### config.mk
export PLATFORM = sky130hd
export DESIGN_NAME = timer_protect
export DESIGN_NICKNAME = d
export VERILOG_FILES = /design/src/hdl/timer_protect_pkg.sv /design/src/hdl/timer_protect.sv
export SDC_FILE = /design/constraint.sdc
export NUM_CORES = 1
export LEC_CHECK = 0
export BUFFER_PORTS_ARGS = -buffer_cell sky130_fd_sc_hd__buf_2
export CORE_MARGIN = 5
export CORE_UTILIZATION = 35
export CTS_CLUSTER_SIZE = 20
export DETAILED_ROUTE_END_ITERATION = 16
export PLACE_DENSITY = 0.59
export SLEW_MARGIN = 20
export SYNTH_ARGS = -nofsm -noshare
export SYNTH_HDL_FRONTEND = slang
export SYNTH_SLANG_ARGS = --single-unit
### constraint.sdc
create_clock -name mclk -period 1.09 [get_ports mclk]
set_input_delay 0.1635 -clock mclk [delete_from_list [all_inputs] [get_ports mclk]]
set_output_delay 0.1635 -clock mclk [all_outputs]
set_load 0.05 [all_outputs]
### src/hdl/timer_protect_pkg.sv
// offsets, field positions and reset values of the output-protection and burst slice
package timer_protect_pkg;
   localparam int ADDR_W = 8;
   localparam int DATA_W = 32;
   localparam int SYNC_STAGES = 3;

   localparam logic [7:0] OFS_CTRL1 = 8'h00;
   localparam logic [7:0] OFS_BDTR = 8'h44;
   localparam logic [7:0] OFS_DCR = 8'h48;
   localparam logic [7:0] OFS_DMAR = 8'h4C;
   localparam logic [7:0] OFS_CHEN = 8'h50;
   localparam logic [7:0] OFS_CHMODE = 8'h54;
   localparam logic [7:0] OFS_IDLE = 8'h58;

   localparam logic [15:0] BDTR_RESET = 16'h0000;
   localparam logic [15:0] DCR_RESET = 16'h0000;

   localparam int BIT_MOE = 15;
   localparam int BIT_AOE = 14;
   localparam int BIT_BKP = 13;
   localparam int BIT_BKE = 12;
   localparam int BIT_RUN_OFF_STATE_SELECT = 11;
   localparam int BIT_IDLE_OFF_STATE_SELECT = 10;
   localparam int LOCK_LSB = 8;
   localparam int DTG_LSB = 0;
   localparam int DBL_LSB = 8;
   localparam int DBA_LSB = 0;

   localparam logic [1:0] LOCK_OFF = 2'h0;
   localparam logic [1:0] LOCK_L2 = 2'h2;
   localparam logic [1:0] LOCK_L3 = 2'h3;

   // channel registers, at most four channels
   localparam int CHEN_EN_LSB = 0;
   localparam int CHEN_NEN_LSB = 4;
   localparam int CHEN_P_LSB = 8;
   localparam int CHEN_NP_LSB = 12;
   localparam int IDLE_OIS_LSB = 0;
   localparam int IDLE_OISN_LSB = 4;
   localparam int MODE_DIR_LSB = 0;
   localparam int MODE_OCM_LSB = 8;
   localparam int MODE_STRIDE = 4;
   localparam int MODE_PE_OFS = 3;
   localparam logic [1:0] DIR_OUTPUT = 2'h0;

   // dead-time coding, in dead-time clock periods (one mclk period)
   localparam int DT_W = 11;
   localparam int DT_BASE_MID = 64;
   localparam int DT_MUL_MID = 2;
   localparam int DT_BASE_LONG = 32;
   localparam int DT_MUL_LONG = 8;
   localparam int DT_MUL_MAX = 16;
endpackage

### src/hdl/timer_protect.sv
// break, off-state, lock, dead-time and dma burst window of a motor-control timer
// How it works
// - break clears main output enable asynchronously
// - auto enable sets main enable at update
// - main enable low idles all channel outputs
// - polarity bit picks break active level
// - break enable gates both break inputs
// - run off-state: disable or drive inactive
// - idle off-state: disable or drive idle
// - lock one freezes dead-time, idle, break bits
// - lock two also freezes off-state, polarity
// - lock three also freezes compare mode
// - lock field writable once after reset
// - dead-time between normal and complement output
// - dead-time codes 0xx and 10x
// - dead-time codes 110 and 111
// - burst length field plus one transfers
// - window register access is one burst element
// - burst base counts from control register one
// - window redirects to base plus index
// - burst control reserved bits read zero
// - each transfer carries one register in a 32-bit data word
`timescale 1ns/10ps
module timer_protect #(
   parameter int NCH = 3
) (
   input wire logic mclk,
   input wire logic rst,
   input wire logic psel,
   input wire logic penable,
   input wire logic pwrite,
   input wire logic [timer_protect_pkg::ADDR_W-1:0] paddr,
   input wire logic [timer_protect_pkg::DATA_W-1:0] pwdata,
   output logic [timer_protect_pkg::DATA_W-1:0] prdata,
   output logic pready,
   output logic pslverr,
   input wire logic break_input,
   input wire logic break_input_high_active,
   input wire logic update_event,
   input wire logic [NCH-1:0] compare_ref,
   output logic [NCH-1:0] channel_out,
   output logic [NCH-1:0] channel_out_en,
   output logic [NCH-1:0] channel_out_complement,
   output logic [NCH-1:0] channel_out_complement_en,
   output logic [3*NCH-1:0] compare_output_mode,
   output logic [NCH-1:0] compare_preload_enable,
   output logic main_output_enable
);
   import timer_protect_pkg::*;

   logic moe_reg;
   logic aoe_reg, bkp_reg, bke_reg, run_off_state_select_reg, idle_off_state_select_reg, lock_done_reg;
   logic [1:0] lock_reg;
   logic [7:0] dtg_reg;
   logic [4:0] blen_reg, bbase_reg, bidx_reg;
   logic [NCH-1:0] cce_reg, ccne_reg, ccp_reg, ccnp_reg, ois_reg, oisn_reg, ocpe_reg;
   logic [2*NCH-1:0] dir_reg;
   logic [3*NCH-1:0] ocm_reg;
   logic pready_reg, pslverr_reg;
   logic [DATA_W-1:0] prdata_reg, rd_word;
   logic [NCH-1:0] oc_reg, oce_reg, ocn_reg, ocne_reg;

   // ---------------- apb slave ----------------
   logic access, commit, is_window, wr, wr_bdtr, wr_dcr, wr_chen, wr_chmode, wr_idle, mapped;
   logic [5:0] target_idx;
   logic [ADDR_W-1:0] eff_addr;

   assign access = psel & penable;
   assign commit = access & pready_reg;
   assign is_window = (paddr == OFS_DMAR);
   assign target_idx = {1'b0, bbase_reg} + {1'b0, bidx_reg};
   // the window can point at itself (base plus index 19), but it is redirected only once, so no recursion
   assign eff_addr = is_window ? (OFS_CTRL1 + {target_idx, 2'b00}) : paddr;
   assign wr = commit & pwrite;
   assign wr_bdtr = wr && (eff_addr == OFS_BDTR);
   assign wr_dcr = wr && (eff_addr == OFS_DCR);
   assign wr_chen = wr && (eff_addr == OFS_CHEN);
   assign wr_chmode = wr && (eff_addr == OFS_CHMODE);
   assign wr_idle = wr && (eff_addr == OFS_IDLE);
   assign mapped = (paddr == OFS_BDTR) || (paddr == OFS_DCR) || (paddr == OFS_DMAR) ||
                   (paddr == OFS_CHEN) || (paddr == OFS_CHMODE) || (paddr == OFS_IDLE);

   always_comb begin
      rd_word = '0;
      case (eff_addr)
         OFS_BDTR: begin
            rd_word[BIT_MOE] = moe_reg;
            rd_word[BIT_AOE] = aoe_reg;
            rd_word[BIT_BKP] = bkp_reg;
            rd_word[BIT_BKE] = bke_reg;
            rd_word[BIT_RUN_OFF_STATE_SELECT] = run_off_state_select_reg;
            rd_word[BIT_IDLE_OFF_STATE_SELECT] = idle_off_state_select_reg;
            rd_word[LOCK_LSB +: 2] = lock_reg;
            rd_word[DTG_LSB +: 8] = dtg_reg;
         end
         OFS_DCR: begin
            // everything else stays zero, reserved bits included
            rd_word[DBL_LSB +: 5] = blen_reg;
            rd_word[DBA_LSB +: 5] = bbase_reg;
         end
         OFS_CHEN: begin
            rd_word[CHEN_EN_LSB +: NCH] = cce_reg;
            rd_word[CHEN_NEN_LSB +: NCH] = ccne_reg;
            rd_word[CHEN_P_LSB +: NCH] = ccp_reg;
            rd_word[CHEN_NP_LSB +: NCH] = ccnp_reg;
         end
         OFS_CHMODE: begin
            for (int i = 0; i < NCH; i++) begin
               rd_word[MODE_DIR_LSB + 2*i +: 2] = dir_reg[2*i +: 2];
               rd_word[MODE_OCM_LSB + MODE_STRIDE*i +: 3] = ocm_reg[3*i +: 3];
               rd_word[MODE_OCM_LSB + MODE_STRIDE*i + MODE_PE_OFS] = ocpe_reg[i];
            end
         end
         OFS_IDLE: begin
            rd_word[IDLE_OIS_LSB +: NCH] = ois_reg;
            rd_word[IDLE_OISN_LSB +: NCH] = oisn_reg;
         end
         default: rd_word = '0;
      endcase
   end

   // one wait state: pready rises in the second access cycle
   always_ff @(posedge mclk) begin
      if (rst) begin
         pready_reg <= 1'b0;
         pslverr_reg <= 1'b0;
         prdata_reg <= '0;
      end else begin
         pready_reg <= access & ~pready_reg;
         pslverr_reg <= access & ~pready_reg & ~mapped;
         prdata_reg <= (access & ~pready_reg & ~pwrite) ? rd_word : '0;
      end
   end

   // ---------------- break inputs ----------------
   logic [SYNC_STAGES-1:0] brk_sync [2];
   logic [1:0] brk_stable;
   logic [1:0] brk_pins;
   logic brk_async, brk_active;

   assign brk_pins = {break_input_high_active, break_input};

   for (genvar b = 0; b < 2; b++) begin : g_brk_sync
      always_ff @(posedge mclk) begin
         if (rst) begin
            brk_sync[b] <= '0;
            brk_stable[b] <= 1'b0;
         end else begin
            brk_sync[b] <= {brk_sync[b][SYNC_STAGES-2:0], brk_pins[b]};
            if (brk_sync[b][1] == brk_sync[b][2]) begin
               brk_stable[b] <= brk_sync[b][2];
            end
         end
      end
   end

   // raw pin path clears the enable with no clock; synced path blocks auto set
   assign brk_async = bke_reg & ((break_input == bkp_reg) | break_input_high_active);
   assign brk_active = bke_reg & ((brk_stable[0] == bkp_reg) | brk_stable[1]);

   // a glitch on the break pin will also clear the enable; that is the intent
   always_ff @(posedge mclk or posedge brk_async) begin
      if (brk_async) begin
         moe_reg <= 1'b0;
      end else if (rst) begin
         moe_reg <= BDTR_RESET[BIT_MOE];
      end else if (wr_bdtr) begin
         moe_reg <= pwdata[BIT_MOE];
      end else if (aoe_reg && update_event && !brk_active) begin
         moe_reg <= 1'b1;
      end
   end

   // ---------------- break and dead-time configuration ----------------
   always_ff @(posedge mclk) begin
      if (rst) begin
         aoe_reg <= BDTR_RESET[BIT_AOE];
         bkp_reg <= BDTR_RESET[BIT_BKP];
         bke_reg <= BDTR_RESET[BIT_BKE];
         run_off_state_select_reg <= BDTR_RESET[BIT_RUN_OFF_STATE_SELECT];
         idle_off_state_select_reg <= BDTR_RESET[BIT_IDLE_OFF_STATE_SELECT];
         lock_reg <= BDTR_RESET[LOCK_LSB +: 2];
         dtg_reg <= BDTR_RESET[DTG_LSB +: 8];
         lock_done_reg <= 1'b0;
      end else if (wr_bdtr) begin
         // old lock level applies, so one first write programs everything
         if (lock_reg == LOCK_OFF) begin
            aoe_reg <= pwdata[BIT_AOE];
            bkp_reg <= pwdata[BIT_BKP];
            bke_reg <= pwdata[BIT_BKE];
            dtg_reg <= pwdata[DTG_LSB +: 8];
         end
         if (lock_reg < LOCK_L2) begin
            run_off_state_select_reg <= pwdata[BIT_RUN_OFF_STATE_SELECT];
            idle_off_state_select_reg <= pwdata[BIT_IDLE_OFF_STATE_SELECT];
         end
         if (!lock_done_reg) begin
            lock_reg <= pwdata[LOCK_LSB +: 2];
         end
         lock_done_reg <= 1'b1;
      end
   end

   // ---------------- burst control ----------------
   always_ff @(posedge mclk) begin
      if (rst) begin
         blen_reg <= DCR_RESET[DBL_LSB +: 5];
         bbase_reg <= DCR_RESET[DBA_LSB +: 5];
      end else if (wr_dcr) begin
         blen_reg <= pwdata[DBL_LSB +: 5];
         bbase_reg <= pwdata[DBA_LSB +: 5];
      end
   end

   always_ff @(posedge mclk) begin
      if (rst || wr_dcr) begin
         bidx_reg <= '0;
      end else if (commit && is_window) begin
         bidx_reg <= (bidx_reg == blen_reg) ? 5'h00 : bidx_reg + 5'h01;
      end
   end

   // ---------------- dead-time length ----------------
   logic [DT_W-1:0] dt_cyc;

   always_comb begin
      dt_cyc = '0;
      if (!dtg_reg[7]) begin
         dt_cyc = {3'h0, dtg_reg};
      end else if (!dtg_reg[6]) begin
         dt_cyc = DT_W'((DT_BASE_MID + int'(dtg_reg[5:0])) * DT_MUL_MID);
      end else if (!dtg_reg[5]) begin
         dt_cyc = DT_W'((DT_BASE_LONG + int'(dtg_reg[4:0])) * DT_MUL_LONG);
      end else begin
         dt_cyc = DT_W'((DT_BASE_LONG + int'(dtg_reg[4:0])) * DT_MUL_MAX);
      end
   end

   // ---------------- per channel ----------------
   logic [NCH-1:0] oc_raw, ocn_raw;

   always_ff @(posedge mclk) begin
      if (rst) begin
         cce_reg <= '0;
         ccne_reg <= '0;
      end else if (wr_chen) begin
         cce_reg <= pwdata[CHEN_EN_LSB +: NCH];
         ccne_reg <= pwdata[CHEN_NEN_LSB +: NCH];
      end
   end

   always_ff @(posedge mclk) begin
      if (rst) begin
         ois_reg <= '0;
         oisn_reg <= '0;
      end else if (wr_idle && lock_reg == LOCK_OFF) begin
         ois_reg <= pwdata[IDLE_OIS_LSB +: NCH];
         oisn_reg <= pwdata[IDLE_OISN_LSB +: NCH];
      end
   end

   for (genvar c = 0; c < NCH; c++) begin : g_ch
      logic is_out, ref_q, settled, oc_n, oce_n, ocn_n, ocne_n;
      logic [DT_W-1:0] dt_cnt;

      assign is_out = (dir_reg[2*c +: 2] == DIR_OUTPUT);

      always_ff @(posedge mclk) begin
         if (rst) begin
            dir_reg[2*c +: 2] <= DIR_OUTPUT;
         end else if (wr_chmode) begin
            dir_reg[2*c +: 2] <= pwdata[MODE_DIR_LSB + 2*c +: 2];
         end
      end

      // input channels stay writable at every lock level
      always_ff @(posedge mclk) begin
         if (rst) begin
            ccp_reg[c] <= 1'b0;
            ccnp_reg[c] <= 1'b0;
         end else if (wr_chen && !(is_out && lock_reg >= LOCK_L2)) begin
            ccp_reg[c] <= pwdata[CHEN_P_LSB + c];
            ccnp_reg[c] <= pwdata[CHEN_NP_LSB + c];
         end
      end

      always_ff @(posedge mclk) begin
         if (rst) begin
            ocm_reg[3*c +: 3] <= 3'h0;
            ocpe_reg[c] <= 1'b0;
         end else if (wr_chmode && !(is_out && lock_reg == LOCK_L3)) begin
            ocm_reg[3*c +: 3] <= pwdata[MODE_OCM_LSB + MODE_STRIDE*c +: 3];
            ocpe_reg[c] <= pwdata[MODE_OCM_LSB + MODE_STRIDE*c + MODE_PE_OFS];
         end
      end

      // a reference edge restarts the count; the edge cycle is the first period
      always_ff @(posedge mclk) begin
         if (rst) begin
            ref_q <= 1'b0;
            dt_cnt <= '0;
         end else begin
            ref_q <= compare_ref[c];
            if (compare_ref[c] != ref_q) begin
               dt_cnt <= (dt_cyc != '0) ? dt_cyc - 1'b1 : '0;
            end else if (dt_cnt != '0) begin
               dt_cnt <= dt_cnt - 1'b1;
            end
         end
      end

      assign settled = (compare_ref[c] == ref_q) ? (dt_cnt == '0) : (dt_cyc == '0);
      assign oc_raw[c] = compare_ref[c] & settled;
      assign ocn_raw[c] = ~compare_ref[c] & settled;

      always_comb begin
         oc_n = ccp_reg[c];
         ocn_n = ccnp_reg[c];
         oce_n = 1'b0;
         ocne_n = 1'b0;
         if (!is_out) begin
            oce_n = 1'b0;
         end else if (moe_reg) begin
            if (cce_reg[c]) begin
               oce_n = 1'b1;
               oc_n = oc_raw[c] ^ ccp_reg[c];
            end else begin
               oce_n = run_off_state_select_reg & ccne_reg[c];
            end
            if (ccne_reg[c]) begin
               ocne_n = 1'b1;
               ocn_n = ocn_raw[c] ^ ccnp_reg[c];
            end else begin
               ocne_n = run_off_state_select_reg & cce_reg[c];
            end
         end else begin
            oc_n = ois_reg[c];
            ocn_n = oisn_reg[c];
            oce_n = idle_off_state_select_reg & (cce_reg[c] | ccne_reg[c]);
            ocne_n = idle_off_state_select_reg & (cce_reg[c] | ccne_reg[c]);
         end
      end

      always_ff @(posedge mclk) begin
         if (rst) begin
            oc_reg[c] <= 1'b0;
            oce_reg[c] <= 1'b0;
            ocn_reg[c] <= 1'b0;
            ocne_reg[c] <= 1'b0;
         end else begin
            oc_reg[c] <= oc_n;
            oce_reg[c] <= oce_n;
            ocn_reg[c] <= ocn_n;
            ocne_reg[c] <= ocne_n;
         end
      end
   end

   assign prdata = prdata_reg;
   assign pready = pready_reg;
   assign pslverr = pslverr_reg;
   assign channel_out = oc_reg;
   assign channel_out_en = oce_reg;
   assign channel_out_complement = ocn_reg;
   assign channel_out_complement_en = ocne_reg;
   assign compare_output_mode = ocm_reg;
   assign compare_preload_enable = ocpe_reg;
   assign main_output_enable = moe_reg;
endmodule // timer_protect

==> reports/qor.yml <==
yosys:
  synth_top_family_by_area: "simple AND/OR/NAND/NOR gates"
  synth_edf_count: 0
  synth_ff_type: "dfxtp_1"
  synth-xor-area-share_pct: 4.62
  synth.mux.area_fraction_pct: 9.73
  yosysUniqueCellTypes: 75
  netlist_area_um2: 7590
  ys_async_sr_fraction_pct: 0.685
  ys_warn_count: 0
  ys_seq_elements: 146
  synth_compound_area_share_pct: 14.9
  ys_seq_area_share_pct: 38.6
  syn_avg_cell_area_um2: 8.56
  synth_adder_area_share_pct: 2.08
  syn_inst: 887
  synthSimpleGateAreaFrac_pct: 25.5
timing:
  skew_ps: 14.1
  max_freq_mhz: 389
  rsz0062_at_grt: "true"
  setup_viol: 145
  finalHoldViolCount: 0
  holdWs_ps: 0.822
  maxSlewHeadroom_pct: 56.9
  layout_setup_ws_ps: -1480
  layout_min_cycle_time_ps: 2570
  final_max_slew_viol_count: 0
  finalCritPeriodShare_pct: 236
  tightest_slew_ps: 647
clock_network:
  cts_tree: "built"
  clkTransAtPathRegs_ps: 70
  cts_sinks: 146
  numCtsBuffers: 17
  clk_latency_ps: 430
  clk_root_buffer_cell: "clkbuf_16"
  htreeDepth: 4
  max-clock-path-buffers: 2
status:
  violations: "setup timing"
  status: "finished with violations"
worst_setup_path:
  worst_setup_path_end_kind: "register"
  arrival_ps: 2920
  rr_startpoint: "bbase_reg[0]"
  crit_start: "bbase_reg[0]"
  worstSetupPathType: "reg2reg"
  worstPathRequired_ps: 1440
  cp_max_fo: 8
  start_kind: "register"
route:
  drt_iter0_markers: 530
  antenna_left: 0
  num_vias: 7949
  drc_errors: 0
  routed_wl_um: 27300
  viasPerCell: 5.22
  wl_per_cell_um: 17.9
  firstDrtPassIters: 7
power:
  power_switching_w: 0.00448
  powerDensity_nw_per_um2: 1170
  switching_share_pct: 29.9
  pwr-share-seq_pct: 38.0
  ir_worst_vdd_v: 0.000909
  p_int_w: 0.0105
  p_leak_nw: 5.40
  p_comb_share_pct: 23.4
  pwr-share-clk_pct: 38.6
finish:
  final_common_cell: "buf_4"
  area_delta_synth_final_pct: 68.6
  post-route-util_pct: 60.5
  final_cell_mix: "buf_4, nor2_1, dfxtp_1"
  largest_register_ffs: 33
  layout.nets: 1299
  drive_gt1_share_pct: 50.4
  n_antenna_cell: 0
die:
  rows: 53
  core-area_um2: 21200
  dieWidth_um: 157
  die_area_um2: 24700
  start_util_pct: 35.9
  ios: 110
  die_h_um: 157
grt:
  busiest_layer: "met2"
  grtUsageMet1_pct: 26.8
  grtUsageTotal_pct: 21.5
  grt_pass1_vias: 7906
  grt_use_met3_pct: 3.16
  met2_usage_pct: 38.4
  grt_pass1_wl_um: 41800
  antenna_found_initial: 0
  grt-ovfl-total: 0
  grt_max_degree: 58
hold_path:
  hp-class: "in2reg"
  worstHoldStart: "pwdata[11]"
placed_design:
  gp_congestion: 0.879
  hpwlAfterDp_um: 19400
  portBuffers: 85
run:
  drv_cap: 0
==> power by group through the flow <==
stage	sequential, W	combinational [W]	clock [W]
3_3_place_gp	0.00582	0.00313	0
3_5_place_dp	0.00583	0.00317	0
4_1_cts	0.00570	0.00340	0.00588
2_1_floorplan	0.00588	0.00181	0
6_report	0.00569	0.00350	0.00579
5_1_grt	0.00573	0.00381	0.00609
==> per-stage QoR <==
stage | power [W] | cells | setup TNS, ps | worst slack, ps | cell area, µm²
finish | 0.0150 | 1524 | -155430 | -1480 | 12800
global route | 0.0156 | 1524 | -169460 | -1610 | 12800
global placement | 0.00895 | 1441 | -155530 | -1470 | 10400
detailed placement | 0.00899 | 1441 | -159610 | -1530 | 10400
floorplan | 0.00769 | 898 | -140170 | -1510 | 8130
CTS | 0.0150 | 1516 | -156310 | -1480 | 12400
==> Yosys cell counts, types with 3 or more instances <==
| cell type | count | area share, % |
|---|---|---|
| a211oi_1 | 19 | 1.9 |
| a21o_1 | 3 | 0.30 |
| a21oi_1 | 47 | 3.1 |
| a221oi_1 | 4 | 0.46 |
| a22o_1 | 4 | 0.46 |
| a22oi_1 | 8 | 0.79 |
| a31oi_1 | 12 | 0.99 |
| a32oi_1 | 5 | 0.58 |
| a41o_1 | 3 | 0.40 |
| a41oi_1 | 4 | 0.46 |
| and2_1 | 9 | 0.74 |
| and3_1 | 6 | 0.49 |
| and4_1 | 3 | 0.35 |
| buf_2 | 7 | 0.46 |
| buf_4 | 13 | 1.3 |
| clkbuf_1 | 36 | 1.8 |
| dfxtp_1 | 145 | 38 |
| ha_1 | 11 | 1.8 |
| inv_1 | 18 | 0.89 |
| mux2_2 | 6 | 0.89 |
| mux2i_1 | 67 | 8.8 |
| nand2_1 | 62 | 3.1 |
| nand2b_1 | 20 | 1.6 |
| nand3_1 | 31 | 2.0 |
| nand3b_1 | 13 | 1.3 |
| nand4_1 | 6 | 0.49 |
| nor2_1 | 126 | 6.2 |
| nor2b_1 | 17 | 1.4 |
| nor3_1 | 18 | 1.2 |
| nor3b_1 | 9 | 0.89 |
| nor4_1 | 10 | 0.82 |
| nor4b_1 | 3 | 0.35 |
| o211ai_1 | 3 | 0.30 |
| o21a_1 | 4 | 0.40 |
| o21ai_0 | 27 | 1.8 |
| o22ai_1 | 4 | 0.33 |
| o2bb2ai_1 | 4 | 0.46 |
| or2_2 | 8 | 0.66 |
| or3_1 | 7 | 0.58 |
| or4_1 | 7 | 0.69 |
| xnor2_1 | 21 | 2.4 |
| xor2_1 | 19 | 2.2 |
==> worst paths after layout <==
path	to	slack, ps	cells past startpoint
hold / removal	blen_reg[3]	0.8	3
min in group asynchronous	main_output_enable	170	1
setup / recovery	compare_output_mode[6]	-1480	12
max in group asynchronous	main_output_enable	320	3
setup reg to reg	compare_output_mode[6]	-1480	12
hold reg to reg	main_output_enable	170	1
==> critical path, cell delays in order, from the launching register on <==
cell     delay (ps)
dfxtp_2         350
ha_4            140
inv_2            30
fa_1            380
buf_4           170
xnor2_4         190
a41oi_2         160
buf_4           190
nor2_1          130
and4_4          290
buf_6           150
nand3_1         130
a21oi_1         170
==> what timing repair did <==
item                                    CTS  global route
endpoints found under the setup margin  181           177
cloned                                    2             1
gates resized for setup                 296            87
hold buffers                              8             0
setup buffers                            37            12
pin swaps                                62            54
hold endpoints to repair                  9             0
==> routing by layer <==
layer | wire length (µm) | part of all wire (%)
met4 | 762 | 2.8
met1 | 11400 | 42
met2 | 14000 | 51
met5 | 0 | 0
met3 | 1210 | 4.4
==> layout make-up <==
| type | count | area (µm²) |
|---|---|---|
| Clock buffer | 20 | 468 |
| Clock inverter | 12 | 109 |
| Fill cell | 1722 | 8360 |
| Inverter | 18 | 71.3 |
| Multi-Input combinational cell | 677 | 5410 |
| Sequential cell | 146 | 3020 |
| Tap cell | 275 | 344 |
| Timing Repair Buffer | 376 | 3370 |
==> logic make-up after synthesis <==
group	count (synthesis)
AO/OA/AOI/OAI	169
AND/OR/NAND/NOR	371
flip-flops	146
buffers and inverters	75
XOR/XNOR	40
other	1
multiplexers	73
adder cells (fa/ha/maj)	12
(Power assumes the default switching activity.)
